`config.mk`:
```
export PLATFORM = sky130hd
export DESIGN_NAME = ntbipc_ipc_top
export DESIGN_NICKNAME = d
export VERILOG_FILES = /design/src/include/ntbipc_pkg.sv /design/src/include/ntbipc_irq_if.sv /design/src/hdl/ntbipc_irq_gen.sv /design/src/hdl/ntbipc_ipc_top.sv
export SDC_FILE = /design/constraint.sdc
export NUM_CORES = 2
export LEC_CHECK = 0
export BUFFER_PORTS_ARGS = -buffer_cell sky130_fd_sc_hd__buf_2
export CELL_PAD_IN_SITES_DETAIL_PLACEMENT = 1
export CELL_PAD_IN_SITES_GLOBAL_PLACEMENT = 1
export CORE_ASPECT_RATIO = 0.6
export CORE_MARGIN = 1.5
export CORE_UTILIZATION = 40
export CTS_CLUSTER_SIZE = 10
export DETAILED_ROUTE_END_ITERATION = 6
export PLACE_DENSITY = 0.82
export SLEW_MARGIN = 20
export SYNTH_ARGS = -nofsm -noshare
export SYNTH_HDL_FRONTEND = slang
export SYNTH_SLANG_ARGS = --single-unit
```
`constraint.sdc`:
```
create_clock -name ref_clk -period 1.73 [get_ports ref_clk]
set_input_delay 0.2595 -clock ref_clk [delete_from_list [all_inputs] [get_ports ref_clk]]
set_output_delay 0.2595 -clock ref_clk [all_outputs]
set_load 0.005 [all_outputs]
```
`src/include/ntbipc_pkg.sv`:
```
/*
  Shared constants and types for the bridge mailbox, doorbell and
  interrupt block: register indexes, field positions, widths, encodings.
  Assumes nothing beyond a SystemVerilog compiler.
*/
package ntbipc_pkg;

  // Geometry
  localparam int NSIDE = 2;
  localparam int NMSG = 4;
  localparam int NSCR = 2;
  localparam int NSRC = 13;
  localparam int NLINK_EVT = 6;
  localparam int NLINE = 4;
  localparam int DW = 32;
  localparam int AW = 5;
  localparam int RW = 4;
  localparam int MODE_W = 2;
  localparam int LINE_W = 2;
  localparam int SRC_PER_CTL = 8;
  localparam int ROUTE_W = NSRC * RW;
  localparam int CTL_HI_W = ROUTE_W - DW;

  // Side indexes
  localparam int SIDE_INT = 0;
  localparam int SIDE_EXT = 1;

  // Register indexes, one 32-bit word each
  localparam logic [AW-1:0] REG_OUT_MSG0 = 5'h00;
  localparam logic [AW-1:0] REG_IN_MSG0 = 5'h04;
  localparam logic [AW-1:0] REG_OUT_DBELL = 5'h08;
  localparam logic [AW-1:0] REG_IN_DBELL = 5'h09;
  localparam logic [AW-1:0] REG_SCRATCH0 = 5'h0A;
  localparam logic [AW-1:0] REG_INT_STS = 5'h0C;
  localparam logic [AW-1:0] REG_ROUTE_LOW = 5'h0D;
  localparam logic [AW-1:0] REG_ROUTE_HIGH = 5'h0E;
  localparam logic [AW-1:0] REG_IRQ_CFG = 5'h0F;
  localparam logic [AW-1:0] REG_MSI_ADDR = 5'h10;
  localparam logic [AW-1:0] REG_MSI_DATA = 5'h11;
  localparam logic [AW-1:0] REG_TLP_CTL = 5'h12;

  // Interrupt status bit positions
  localparam int STS_MSG0 = 0;
  localparam int STS_DBELL = 4;
  localparam int STS_OPP_RST = 5;
  localparam int STS_OPP_PM = 6;
  localparam int STS_LINK0 = 7;

  // Route field encodings: mode in [1:0], legacy line in [3:2]
  localparam logic [MODE_W-1:0] MODE_OFF = 2'h0;
  localparam logic [MODE_W-1:0] MODE_INTX = 2'h1;
  localparam logic [MODE_W-1:0] MODE_MSI = 2'h2;

  // Interrupt configuration bits
  localparam int CFG_MSI_EN = 0;
  localparam int CFG_INTX_DIS = 1;
  localparam int CFG_W = 2;

  // TLP attribute override control bits
  localparam int TLP_FORCE_RO = 0;
  localparam int TLP_RO_VAL = 1;
  localparam int TLP_FORCE_NS = 2;
  localparam int TLP_NS_VAL = 3;
  localparam int TLP_CTL_W = 4;

  // Reset values
  localparam logic [DW-1:0] RST_WORD = 32'h0000_0000;

  // Kinds of TLP crossing the bridge
  typedef enum logic [2:0] {
    TLP_MEM = 3'h0,
    TLP_IO = 3'h1,
    TLP_CFG = 3'h2,
    TLP_MSG = 3'h3,
    TLP_CPL = 3'h4
  } ntbipc_tlp_kind_t;

endpackage

```
`src/include/ntbipc_irq_if.sv`:
```
/*
  Carrier between the register core and one interrupt message generator.
  Assumes both ends sit on the same clock.
*/
`timescale 1ns/1ps
interface ntbipc_irq_if;
  import ntbipc_pkg::*;
  logic [NSRC-1:0] sts;
  logic [ROUTE_W-1:0] route;
  logic msi_en;
  logic intx_dis;
  logic msi_send;
  logic [NLINE-1:0] intx_assert;
  logic [NLINE-1:0] intx_deassert;
  modport gen (
    input sts, route, msi_en, intx_dis,
    output msi_send, intx_assert, intx_deassert
  );
  modport core (
    output sts, route, msi_en, intx_dis,
    input msi_send, intx_assert, intx_deassert
  );
endinterface

```
`src/hdl/ntbipc_irq_gen.sv`:
```
/*
  Interrupt message generator for one bridge endpoint: folds routed
  status bits into one MSI request and four legacy line requests and
  emits message strobes on their edges, one cycle long while ce is high.
  Assumes status, route and enables arrive from flops in ref_clk domain.
*/
`timescale 1ns/1ps
module ntbipc_irq_gen
  import ntbipc_pkg::*;
(
  // Clock, reset, enable
  input wire logic ref_clk,
  input wire logic rst_b,
  input wire logic ce,
  // Core side
  ntbipc_irq_if.gen irq
);

  typedef struct packed {
    logic msi_req;
    logic [NLINE-1:0] line_req;
    logic msi_send;
    logic [NLINE-1:0] asrt;
    logic [NLINE-1:0] deas;
  } ntbipc_gen_st_t;

  ntbipc_gen_st_t cur;
  ntbipc_gen_st_t next_st;

  // Mode and line of one source out of the packed route word
  function automatic logic [MODE_W-1:0] src_mode(input logic [ROUTE_W-1:0] r, input int i);
    return r[i*RW +: MODE_W];
  endfunction

  function automatic logic [LINE_W-1:0] src_line(input logic [ROUTE_W-1:0] r, input int i);
    return r[i*RW+MODE_W +: LINE_W];
  endfunction

  // Requests rebuilt every cycle, so a route change acts at once
  always_comb begin
    logic msi;
    logic [NLINE-1:0] line;
    msi = 1'b0;
    line = '0;
    next_st = cur;
    for (int i = 0; i < NSRC; i++) begin
      if (irq.sts[i] && src_mode(irq.route, i) == MODE_MSI) begin
        msi = 1'b1; // [RULE13] [RULE17]
      end
      if (irq.sts[i] && src_mode(irq.route, i) == MODE_INTX) begin
        line[src_line(irq.route, i)] = 1'b1; // [RULE13] [RULE18]
      end
    end
    msi = msi & irq.msi_en; // [RULE14]
    // MSI enable does not gate legacy lines; software keeps them apart
    line = line & {NLINE{~irq.intx_dis}}; // [RULE15] [RULE16]
    next_st.msi_req = msi; // [RULE23]
    next_st.line_req = line;
    next_st.msi_send = msi & ~cur.msi_req; // [RULE17]
    next_st.asrt = line & ~cur.line_req; // [RULE18]
    next_st.deas = ~line & cur.line_req; // [RULE18]
  end

  // Strobes stretch while ce is low since all state freezes
  always_ff @(posedge ref_clk or negedge rst_b) begin
    if (!rst_b) begin
      cur <= '0;
    end else if (ce) begin
      cur <= next_st;
    end
  end

  assign irq.msi_send = cur.msi_send;
  assign irq.intx_assert = cur.asrt;
  assign irq.intx_deassert = cur.deas;

endmodule // ntbipc_irq_gen

```
`src/hdl/ntbipc_ipc_top.sv`:
```
/*
  Interprocessor communication core of a non-transparent bridge:
  message mirrors, doorbells, shared scratchpads, interrupt status and
  routing for both endpoints, and TLP attribute overrides.
  Assumes both configuration ports and all event inputs are synchronous
  to ref_clk; side 0 is the internal endpoint, side 1 the external one.
*/
// Behaviour
// [RULE1] Each side has four outbound and four inbound message registers.
// [RULE2] Outbound messages read and write; inbound messages are read only.
// [RULE3] Outbound write loads opposite inbound message and sets its status.
// [RULE4] Each side has a 32-bit outbound doorbell and an inbound doorbell.
// [RULE5] Inbound doorbell bit sets only on opposite outbound bit rising.
// [RULE6] Writing one clears an inbound doorbell bit; zero leaves it.
// [RULE7] Any set inbound doorbell bit sets that side's doorbell status.
// [RULE8] Two scratchpads shared by both sides, visible at once, no events.
// [RULE9] Software must not reach scratchpads via the extended data window.
// [RULE10] Thirteen sources: four messages, doorbell, reset, power, six link.
// [RULE11] Internal side signals upstream; external side over its own link.
// [RULE12] Each source has a field picking MSI, legacy line or disabled.
// [RULE13] Legacy routing picks line A to D; MSI sources share one vector.
// [RULE14] MSI source counts only while status set and MSI enabled.
// [RULE15] Legacy source counts only while status set and not disabled.
// [RULE16] Legacy messages stay possible while MSI is enabled.
// [RULE17] ORed MSI request sends one MSI per false-to-true change.
// [RULE18] Per-line ORed request sends assert on rise, deassert on fall.
// [RULE19] TLPs the endpoints originate keep their attributes.
// [RULE20] Force ordering replaces relaxed-ordering bit with held value.
// [RULE21] Force snoop replaces no-snoop bit with held value.
// [RULE22] Overrides skip config, I/O and message requests; memory writes apply.
// [RULE23] Status bits stick until written one; requests recomputed each clock.
`timescale 1ns/1ps
module ntbipc_ipc_top
  import ntbipc_pkg::*;
(
  // Clock, reset, enable
  input wire logic ref_clk,
  input wire logic rst_b,
  input wire logic ce,
  // Configuration access, one port per side
  input wire logic [NSIDE-1:0] cfg_wr,
  input wire logic [NSIDE-1:0] cfg_rd,
  input wire logic [NSIDE-1:0][AW-1:0] cfg_addr,
  input wire logic [NSIDE-1:0][DW-1:0] cfg_wdata,
  output logic [NSIDE-1:0][DW-1:0] cfg_rdata,
  output logic [NSIDE-1:0] cfg_rvalid,
  // Interrupt events seen by each side
  input wire logic [NSIDE-1:0] evt_opp_reset,
  input wire logic [NSIDE-1:0] evt_opp_pm,
  input wire logic [NSIDE-1:0][NLINK_EVT-1:0] evt_link,
  // Message requests: side 0 upstream, side 1 onto the bridge link
  output logic [NSIDE-1:0] msi_send,
  output logic [NSIDE-1:0][DW-1:0] msi_addr,
  output logic [NSIDE-1:0][DW-1:0] msi_data,
  output logic [NSIDE-1:0][NLINE-1:0] intx_assert,
  output logic [NSIDE-1:0][NLINE-1:0] intx_deassert,
  // TLPs crossing the bridge
  input wire logic tlp_in_valid,
  input wire ntbipc_tlp_kind_t tlp_in_kind,
  input wire logic tlp_in_local,
  input wire logic tlp_in_ro,
  input wire logic tlp_in_ns,
  output logic tlp_out_valid,
  output logic tlp_out_ro,
  output logic tlp_out_ns
);

  typedef struct packed {
    logic [NSIDE-1:0][NMSG-1:0][DW-1:0] out_msg;
    logic [NSIDE-1:0][NMSG-1:0][DW-1:0] in_msg;
    logic [NSIDE-1:0][DW-1:0] out_dbell;
    logic [NSIDE-1:0][DW-1:0] in_dbell;
    logic [NSCR-1:0][DW-1:0] scratch;
    logic [NSIDE-1:0][NSRC-1:0] sts;
    logic [NSIDE-1:0][DW-1:0] route_low;
    logic [NSIDE-1:0][CTL_HI_W-1:0] route_high;
    logic [NSIDE-1:0][CFG_W-1:0] irq_cfg;
    logic [NSIDE-1:0][DW-1:0] msi_addr;
    logic [NSIDE-1:0][DW-1:0] msi_data;
    logic [TLP_CTL_W-1:0] tlp_ctl;
    logic [NSIDE-1:0][DW-1:0] rdata;
    logic [NSIDE-1:0] rvalid;
    logic tlp_valid;
    logic tlp_ro;
    logic tlp_ns;
  } ntbipc_st_t;

  ntbipc_st_t cur;
  ntbipc_st_t next_st;

  ntbipc_irq_if irq_if [NSIDE] ();

  // True when the address falls in a block of count words from base
  function automatic logic in_block(input logic [AW-1:0] a, input logic [AW-1:0] base,
                                    input int count);
    return (a >= base) && (int'(a) < int'(base) + count);
  endfunction

  // Word index inside a block
  function automatic int blk_idx(input logic [AW-1:0] a, input logic [AW-1:0] base);
    return int'(a - base);
  endfunction

  // Register read mux for one side; unmapped words read zero
  function automatic logic [DW-1:0] read_word(input ntbipc_st_t st, input int s,
                                              input logic [AW-1:0] a);
    logic [DW-1:0] v;
    v = RST_WORD;
    if (in_block(a, REG_OUT_MSG0, NMSG)) begin
      v = st.out_msg[s][blk_idx(a, REG_OUT_MSG0)];
    end else if (in_block(a, REG_IN_MSG0, NMSG)) begin
      v = st.in_msg[s][blk_idx(a, REG_IN_MSG0)];
    end else if (in_block(a, REG_SCRATCH0, NSCR)) begin
      v = st.scratch[blk_idx(a, REG_SCRATCH0)]; // [RULE8]
    end else begin
      case (a)
        REG_OUT_DBELL: v = st.out_dbell[s];
        REG_IN_DBELL: v = st.in_dbell[s];
        REG_INT_STS: v[NSRC-1:0] = st.sts[s];
        REG_ROUTE_LOW: v = st.route_low[s];
        REG_ROUTE_HIGH: v[CTL_HI_W-1:0] = st.route_high[s];
        REG_IRQ_CFG: v[CFG_W-1:0] = st.irq_cfg[s];
        REG_MSI_ADDR: v = st.msi_addr[s];
        REG_MSI_DATA: v = st.msi_data[s];
        REG_TLP_CTL: v[TLP_CTL_W-1:0] = st.tlp_ctl;
        default: v = RST_WORD;
      endcase
    end
    return v;
  endfunction

  // Register writes, mirrors, doorbells and sticky status
  always_comb begin
    logic [NSIDE-1:0][NMSG-1:0] msg_evt;
    logic [NSIDE-1:0][DW-1:0] db_set;
    logic [NSIDE-1:0][DW-1:0] db_clr;
    logic [NSIDE-1:0][NSRC-1:0] sts_clr;
    logic [NSIDE-1:0][NSRC-1:0] sts_set;
    logic [AW-1:0] a;
    logic [DW-1:0] d;
    int o;
    msg_evt = '0;
    db_set = '0;
    db_clr = '0;
    sts_clr = '0;
    sts_set = '0;
    a = '0;
    d = RST_WORD;
    o = 0;
    next_st = cur;
    next_st.rvalid = '0;
    // External side first so the internal side wins a scratchpad clash
    for (int s = NSIDE - 1; s >= 0; s--) begin
      a = cfg_addr[s];
      d = cfg_wdata[s];
      o = NSIDE - 1 - s;
      if (cfg_rd[s]) begin
        next_st.rdata[s] = read_word(cur, s, a);
        next_st.rvalid[s] = 1'b1;
      end
      if (cfg_wr[s]) begin
        if (in_block(a, REG_OUT_MSG0, NMSG)) begin
          next_st.out_msg[s][blk_idx(a, REG_OUT_MSG0)] = d; // [RULE1] [RULE2]
          next_st.in_msg[o][blk_idx(a, REG_OUT_MSG0)] = d; // [RULE3]
          msg_evt[o][blk_idx(a, REG_OUT_MSG0)] = 1'b1; // [RULE3]
        end else if (in_block(a, REG_SCRATCH0, NSCR)) begin
          next_st.scratch[blk_idx(a, REG_SCRATCH0)] = d; // [RULE8]
        end else begin
          // Inbound messages fall to default: read only
          case (a)
            REG_OUT_DBELL: begin
              next_st.out_dbell[s] = d; // [RULE4]
              db_set[o] = d & ~cur.out_dbell[s]; // [RULE5]
            end
            REG_IN_DBELL: db_clr[s] = d; // [RULE6]
            REG_INT_STS: sts_clr[s] = d[NSRC-1:0]; // [RULE23]
            REG_ROUTE_LOW: next_st.route_low[s] = d; // [RULE12]
            REG_ROUTE_HIGH: next_st.route_high[s] = d[CTL_HI_W-1:0]; // [RULE12]
            REG_IRQ_CFG: next_st.irq_cfg[s] = d[CFG_W-1:0];
            REG_MSI_ADDR: next_st.msi_addr[s] = d;
            REG_MSI_DATA: next_st.msi_data[s] = d;
            REG_TLP_CTL: begin
              if (s == SIDE_INT) begin
                next_st.tlp_ctl = d[TLP_CTL_W-1:0];
              end
            end
            default: next_st.rdata[s] = next_st.rdata[s];
          endcase
        end
      end
    end
    // Set beats clear so no event is lost to a racing write
    for (int s = 0; s < NSIDE; s++) begin
      next_st.in_dbell[s] = (cur.in_dbell[s] & ~db_clr[s]) | db_set[s]; // [RULE5] [RULE6]
      sts_set[s][STS_MSG0 +: NMSG] = msg_evt[s]; // [RULE10]
      sts_set[s][STS_DBELL] = |next_st.in_dbell[s]; // [RULE7]
      sts_set[s][STS_OPP_RST] = evt_opp_reset[s]; // [RULE10]
      sts_set[s][STS_OPP_PM] = evt_opp_pm[s]; // [RULE10]
      sts_set[s][STS_LINK0 +: NLINK_EVT] = evt_link[s]; // [RULE10]
      next_st.sts[s] = (cur.sts[s] & ~sts_clr[s]) | sts_set[s]; // [RULE23]
    end
    // Attribute override path, one register stage
    next_st.tlp_valid = tlp_in_valid;
    next_st.tlp_ro = tlp_in_ro;
    next_st.tlp_ns = tlp_in_ns;
    // MSIs look like memory writes here, so they are overridden too
    if (!tlp_in_local && tlp_in_kind != TLP_CFG && tlp_in_kind != TLP_IO
        && tlp_in_kind != TLP_MSG) begin // [RULE19] [RULE22]
      if (cur.tlp_ctl[TLP_FORCE_RO]) begin
        next_st.tlp_ro = cur.tlp_ctl[TLP_RO_VAL]; // [RULE20]
      end
      if (cur.tlp_ctl[TLP_FORCE_NS]) begin
        next_st.tlp_ns = cur.tlp_ctl[TLP_NS_VAL]; // [RULE21]
      end
    end
  end

  // Single state register; ce low freezes everything
  always_ff @(posedge ref_clk or negedge rst_b) begin
    if (!rst_b) begin
      cur <= '0;
    end else if (ce) begin
      cur <= next_st;
    end
  end

  // One generator per endpoint, fed from the status and route flops
  for (genvar g = 0; g < NSIDE; g++) begin : g_irq
    assign irq_if[g].sts = cur.sts[g];
    assign irq_if[g].route = {cur.route_high[g], cur.route_low[g]}; // [RULE12]
    assign irq_if[g].msi_en = cur.irq_cfg[g][CFG_MSI_EN];
    assign irq_if[g].intx_dis = cur.irq_cfg[g][CFG_INTX_DIS];

    ntbipc_irq_gen u_gen (
      .ref_clk(ref_clk),
      .rst_b(rst_b),
      .ce(ce),
      .irq(irq_if[g])
    );

    // Side 0 strobes go upstream, side 1 strobes onto the link
    assign msi_send[g] = irq_if[g].msi_send; // [RULE11]
    assign intx_assert[g] = irq_if[g].intx_assert; // [RULE11]
    assign intx_deassert[g] = irq_if[g].intx_deassert; // [RULE11]
  end

  // Outputs straight from the state register
  assign cfg_rdata = cur.rdata;
  assign cfg_rvalid = cur.rvalid;
  assign msi_addr = cur.msi_addr;
  assign msi_data = cur.msi_data;
  assign tlp_out_valid = cur.tlp_valid;
  assign tlp_out_ro = cur.tlp_ro;
  assign tlp_out_ns = cur.tlp_ns;

endmodule // ntbipc_ipc_top

```
[Word-level counts from Yosys, hierarchy flattened]
Cells that the tools add are included.
Storage, ports and cells
  flip-flop bits (word level): 1067
  output and inout port bits: 215
  word-level logic and storage cells: 568
  bits of input ports: 104
Operators by class
  reduce and logical (&&, ||, !) cells: 111
  bitwise operators: 62
  mux-type cells: 193
  equal/unequal tests: 73
  $lt $le $gt $ge: 74
  $add $sub $neg: 4
Operators by type and width (count)
  $mux 32: 38
  $bwmux 128: 4
  $mux 64: 6
  $bmux 32 s2: 4
  $and 32x32->32: 4
  $bwmux 64: 2
  $demux 32 s2: 2
  $not 32->32: 4
  $pmux 9 s7: 2
  $mux 4: 30
  $pmux 12 s5: 2
  $mux 13: 8
  $or 4x4->4: 24
  $logic_and 1x1->1: 91
  $pmux 7 s6: 2
  $lt 2x3->1 const B: 26
  $reduce_and 5->1: 13
  $demux 32 s1: 2
  $or 32x32->32: 2
  $reduce_or 32->1: 2
  $eq 5x4->1 const B: 12
  $mux 1: 58
  $demux 1 s2: 28
  $eq 2x1->1 const B: 26
  28 further kinds: 125

[Depth between registers and ports, before layout]
  depth after elaboration: 32
  mapped depth: 12
  depth with buffers taken out: 8

[By module]
From an unflattened synthesis, not the netlist that was laid out.
Unflattened totals
  cells, all modules: 3802
  area total of the unflattened synthesis: 42756.0 um^2
By module, submodules not included
  ntbipc_ipc_top: area an instance 40146.0 um^2, times used 1, cells an instance 3500, sequential area each 19593.8 um^2
  ntbipc_irq_gen: area an instance 1305.0 um^2, times used 2, cells an instance 151, sequential area each 350.3 um^2

[Worst setup path after synthesis]
Ideal clock, no wire load.
  path kind: input -> register
  start: in cfg_addr[7] in the netlist's numbering
  end: reg cur[225] in the netlist's numbering
  required time: 1.605 ns
  arrival time: 2.976 ns
  library setup time: 0.125 ns
  stages: 11
  path buffers: 3
  path slack: -1.370 ns
  cell sequence: inv_1 -> buf_1 -> clkbuf_1 -> ha_1 -> nor2b_1 -> o21ai_1 -> nor2_1 -> nor3_2 -> nand2_1 -> clkbuf_1 -> mux2_2
On the way
  cells in the longest elaborated chain, start to end: 4
  elaborated cells between the ends (all ways): 10
  those cells by class: order compare: 4; eq/ne: 1; bitwise: 2; reduce/logical: 3
Ends and longest elaborated chain
  start, declared: RTL line ntbipc_ipc_top.sv:43  | input wire logic [NSIDE-1:0][AW-1:0] cfg_addr,
  $ge 5x4->1 (tied with other cells): RTL line ntbipc_ipc_top.sv:96  | return (a >= base) && (int'(a) < int'(base) + count);
  $logic_and 1x1->1: RTL line ntbipc_ipc_top.sv:96
  $not 1->1 (no source line)
  $reduce_and 5->1 (no source line) *
  end signal, assigned: RTL line ntbipc_ipc_top.sv:223  | cur <= next_st;
  end, declared: RTL line ntbipc_ipc_top.sv:88  | ntbipc_st_t cur;
Mark *: on every way between the ends. The rest lies on a longest branch, timed or not.
A chain may end at the register's enable or synchronous reset.

[Final worst setup path]
  start: reg cur[226] in the netlist's numbering
  end: reg g_irq[1].u_gen.cur[11] in the netlist's numbering
On the way
  cells in the longest elaborated chain, start to end: 12
Ends and longest elaborated chain
  $eq 2x1->1 *: RTL line ntbipc_irq_gen.sv:50  | if (irq.sts[i] && src_mode(irq.route, i) == MODE_INTX) begin
  $logic_and 1x1->1 *: RTL line ntbipc_irq_gen.sv:50
  $mux 4 *: RTL line ntbipc_irq_gen.sv:50
  $or 4x4->4 (no source line)
  $mux 4 *: RTL line ntbipc_irq_gen.sv:50
  $or 4x4->4 (no source line)
  $mux 4 *: RTL line ntbipc_irq_gen.sv:50
  $or 4x4->4 (no source line)
  $mux 4 *: RTL line ntbipc_irq_gen.sv:50
  $or 4x4->4 (no source line)
  $mux 4 *: RTL line ntbipc_irq_gen.sv:50
  $and 4x4->4 *: RTL line ntbipc_irq_gen.sv:56  | line = line & {NLINE{~irq.intx_dis}};
  end signal, assigned: RTL line ntbipc_irq_gen.sv:69  | cur <= next_st;
  end, declared: RTL line ntbipc_irq_gen.sv:27  | ntbipc_gen_st_t cur;
Marks and branches as above.

==> out/metrics.yaml <==
clk_pin_slew_ps: 60
fp-row-count: 92
detail_route.vias_per_cell: 6.797
drive_gt1_frac: 0.5066
worst-endpoint-required_ps: 2390
grt_pass1_wl_um: 310300
first_iter_violations: 6320
dieArea_mm2: 0.1092
grt_overflow: 0
syn_area_mm2: 0.04286
power.leakage_nw: 26.72
post_drt_wl_per_cell_um: 37.79
synthFlopType: "dfrtp_1"
synth_seq_area_share: 0.4735
dr.pass1.iters: 7
worstSetupEndpointType: "register"
areaGrowthSynthToFinish_pct: 35.79
arrival_ps: 2700
peakVddDrop_v: 0.0007533
dpl.hpwl_um: 161800
start_util: 0.4061
cts_tree: "yes"
stdcell_area_mm2: 0.05821
drtAntennaViolNets: 0
grt_max_degree: 75
gp_congestion: 1.025
synth_cells: 3797
remaining_drc_errors: 12
antenna_found_initial: 24
power_density_mw_per_mm2: 1016
synthArstFlopShare: 1.000
finalHoldViolations: 0
cts.path.max_buffers: 3
tns_ps: -10020
port_buffers: 318
yosysMostFrequentCell: "dfrtp_1"
cts-buffers-inserted: 92
fmax_ghz: 0.4913
yosys.area.top_type: "dfrtp_1"
rsz0062_at_grt: "yes"
hold_class: "input pin to register"
setup_viol: 130
violations: "DRC, setup timing"
synth_area_per_cell_um2: 11.29
synth_edf_count: 0
clock-sinks: 811
worst_pin_slew_ps: 746.6
synth_common_cells: "dfrtp_1, mux2_2, nand2_1"
nNetsFinal: 4759
grt_pass1_vias: 41260
root_buffer: "clkbuf_16"
synth_area_leaders: "dfrtp_1, mux2_2, mux4_2, buf_4, nand2_1"
core_mm2: 0.1056
placed_cell_area_mm2: 0.05256
fin_skew_ps: 35.84
setup_ws_ps: -305.3
yosysWarnings: 0
max_cap_viol_count: 0
cts_max_level: 3
finalMaxSlewViolations: 0
grt_usage: 0.3943
synth-seq-cells: 811
final-instance-count-excl-fill: 6088
synth_top_area_frac: 0.4735
syn_nets: 3907
routed_wl_um: 230100
clkLatencyLatePin_ps: 740
power_mw: 59.13
path_class: "register to register"
pin_count: 319
slew_headroom: 0.5013
route.vias.total: 41380
path_max_fanout: 3
period_share: 1.176
yosysUniqueCellTypes: 75
period_needed_ps: 2035
start_kind: "register"
fp.dieW_um: 425.6
status: "finished with violations"
fp.dieH_um: 256.6
dp.cells: 5861
## cell families (layout without fill, tap and decap cells)
logic type | count (synthesis) | count (layout) | share of synthesized area
buffers and inverters | 614 | 1479 | 0.07572
other | 0 | 16 | 0
adders and majority gates | 6 | 6 | 0.001751
DFF | 811 | 811 | 0.4735
AOI/OAI and AO/OA | 884 | 884 | 0.1374
and+or+nand+nor | 713 | 713 | 0.08153
muxes | 769 | 769 | 0.2301
## final cells by class
type / instances / area (um2)
diodes: 16 / 40.04
repair buffers: 1287 / 10640
inverters: 85 / 327.8
well taps: 1410 / 1764
flip-flops and latches: 811 / 20310
fillers: 10720 / 47350
multi-input cells: 2372 / 22610
clock buffers: 100 / 2395
clock inverters: 7 / 118.9
## critical path, cell delays in order, from the launching register on
cell	delay, ps
dfrtp_1	410
nand3b_1	250
buf_4	190
or3_1	310
o311a_1	140
a31oi_2	240
buf_6	240
mux2_4	180
## final timing paths
path,startpoint,endpoint,slack (ps),depth (start not counted)
max reg2reg,cur[226],g_irq[1].u_gen.cur[11],-310,7
max,cur[226],g_irq[1].u_gen.cur[11],-310,7
min in group asynchronous,rst_b,cur[245],110,2
min reg2reg,cfg_rdata[13],cfg_rdata[13],490,2
max in group asynchronous,rst_b,cur[964],630,4
min,cfg_wdata[12],cur[217],40,3
## metal layers
layer  wire length, um  global-route usage  vias to the layer above
li1                  -                   -                    15560
met1             85700              0.5362                    21240
met2             93660              0.5405                     3602
met3             38280              0.1872                      952
met4             12020              0.1411                       30
met5               399             0.01667                        -
## power breakdown
group / internal [mW] / total, mW / switching, mW
Clock: 9.74 / 18.3 / 8.54
Sequential: 21.7 / 24.8 / 3.14
Combinational: 7.74 / 16.0 / 8.31
Total: 39.1 / 59.1 / 20.0
## registers in the layout, summed over array words and instances, names as in the netlist, 8 cells and up
signal,cells
cur,560
cfg_rdata,64
msi_addr,64
msi_data,64
irq_if.sts,26
g_irq.u_gen.cur,10
g_irq.u_gen.irq.intx_assert,8
g_irq.u_gen.irq.intx_deassert,8
## what timing repair did
action / CTS / global route
resized for setup: 209 / 249
endpoints found under the hold margin: 593 / 0
cloned: 3 / 7
hold buffers: 30 / 0
setup buffers: 27 / 44
pin swaps: 64 / 94
endpoints found under the setup margin: 194 / 192
## cell usage in the layout, fill, tap and decap left out, types with 29 or more instances in the layout
cell	netlist	layout
dfrtp_1	811	795
buf_4	212	790
buf_2	86	308
nand2_1	288	280
mux2_2	522	266
mux2_4	0	262
a22oi_1	133	128
mux4_2	118	118
buf_12	0	109
clkbuf_16	0	100
a21oi_1	147	98
o22ai_1	124	94
o21ai_1	10	90
nor2_1	120	85
inv_1	85	82
o21ai_0	175	75
mux2i_1	99	75
nand3_1	53	49
a21oi_2	1	46
buf_6	5	38
nand4_1	34	34
nand2b_1	37	32
a22o_1	31	31
a2bb2oi_1	34	31
o31ai_1	64	30
dlygate4sd3_1	0	29
## metrics by stage
stage,setup slack (ps),hold slack [ps],util
finish,-305.3,40.63,0.5514
global route,-290.7,37.59,0.5513
CTS,-193.1,0.6496,0.5360
detailed placement,-1268,227.6,0.4979
global placement,-1124,229.6,0.4979
floorplan,-531.4,-36.09,-
No activity file was read; power rests on OpenSTA's default activity.
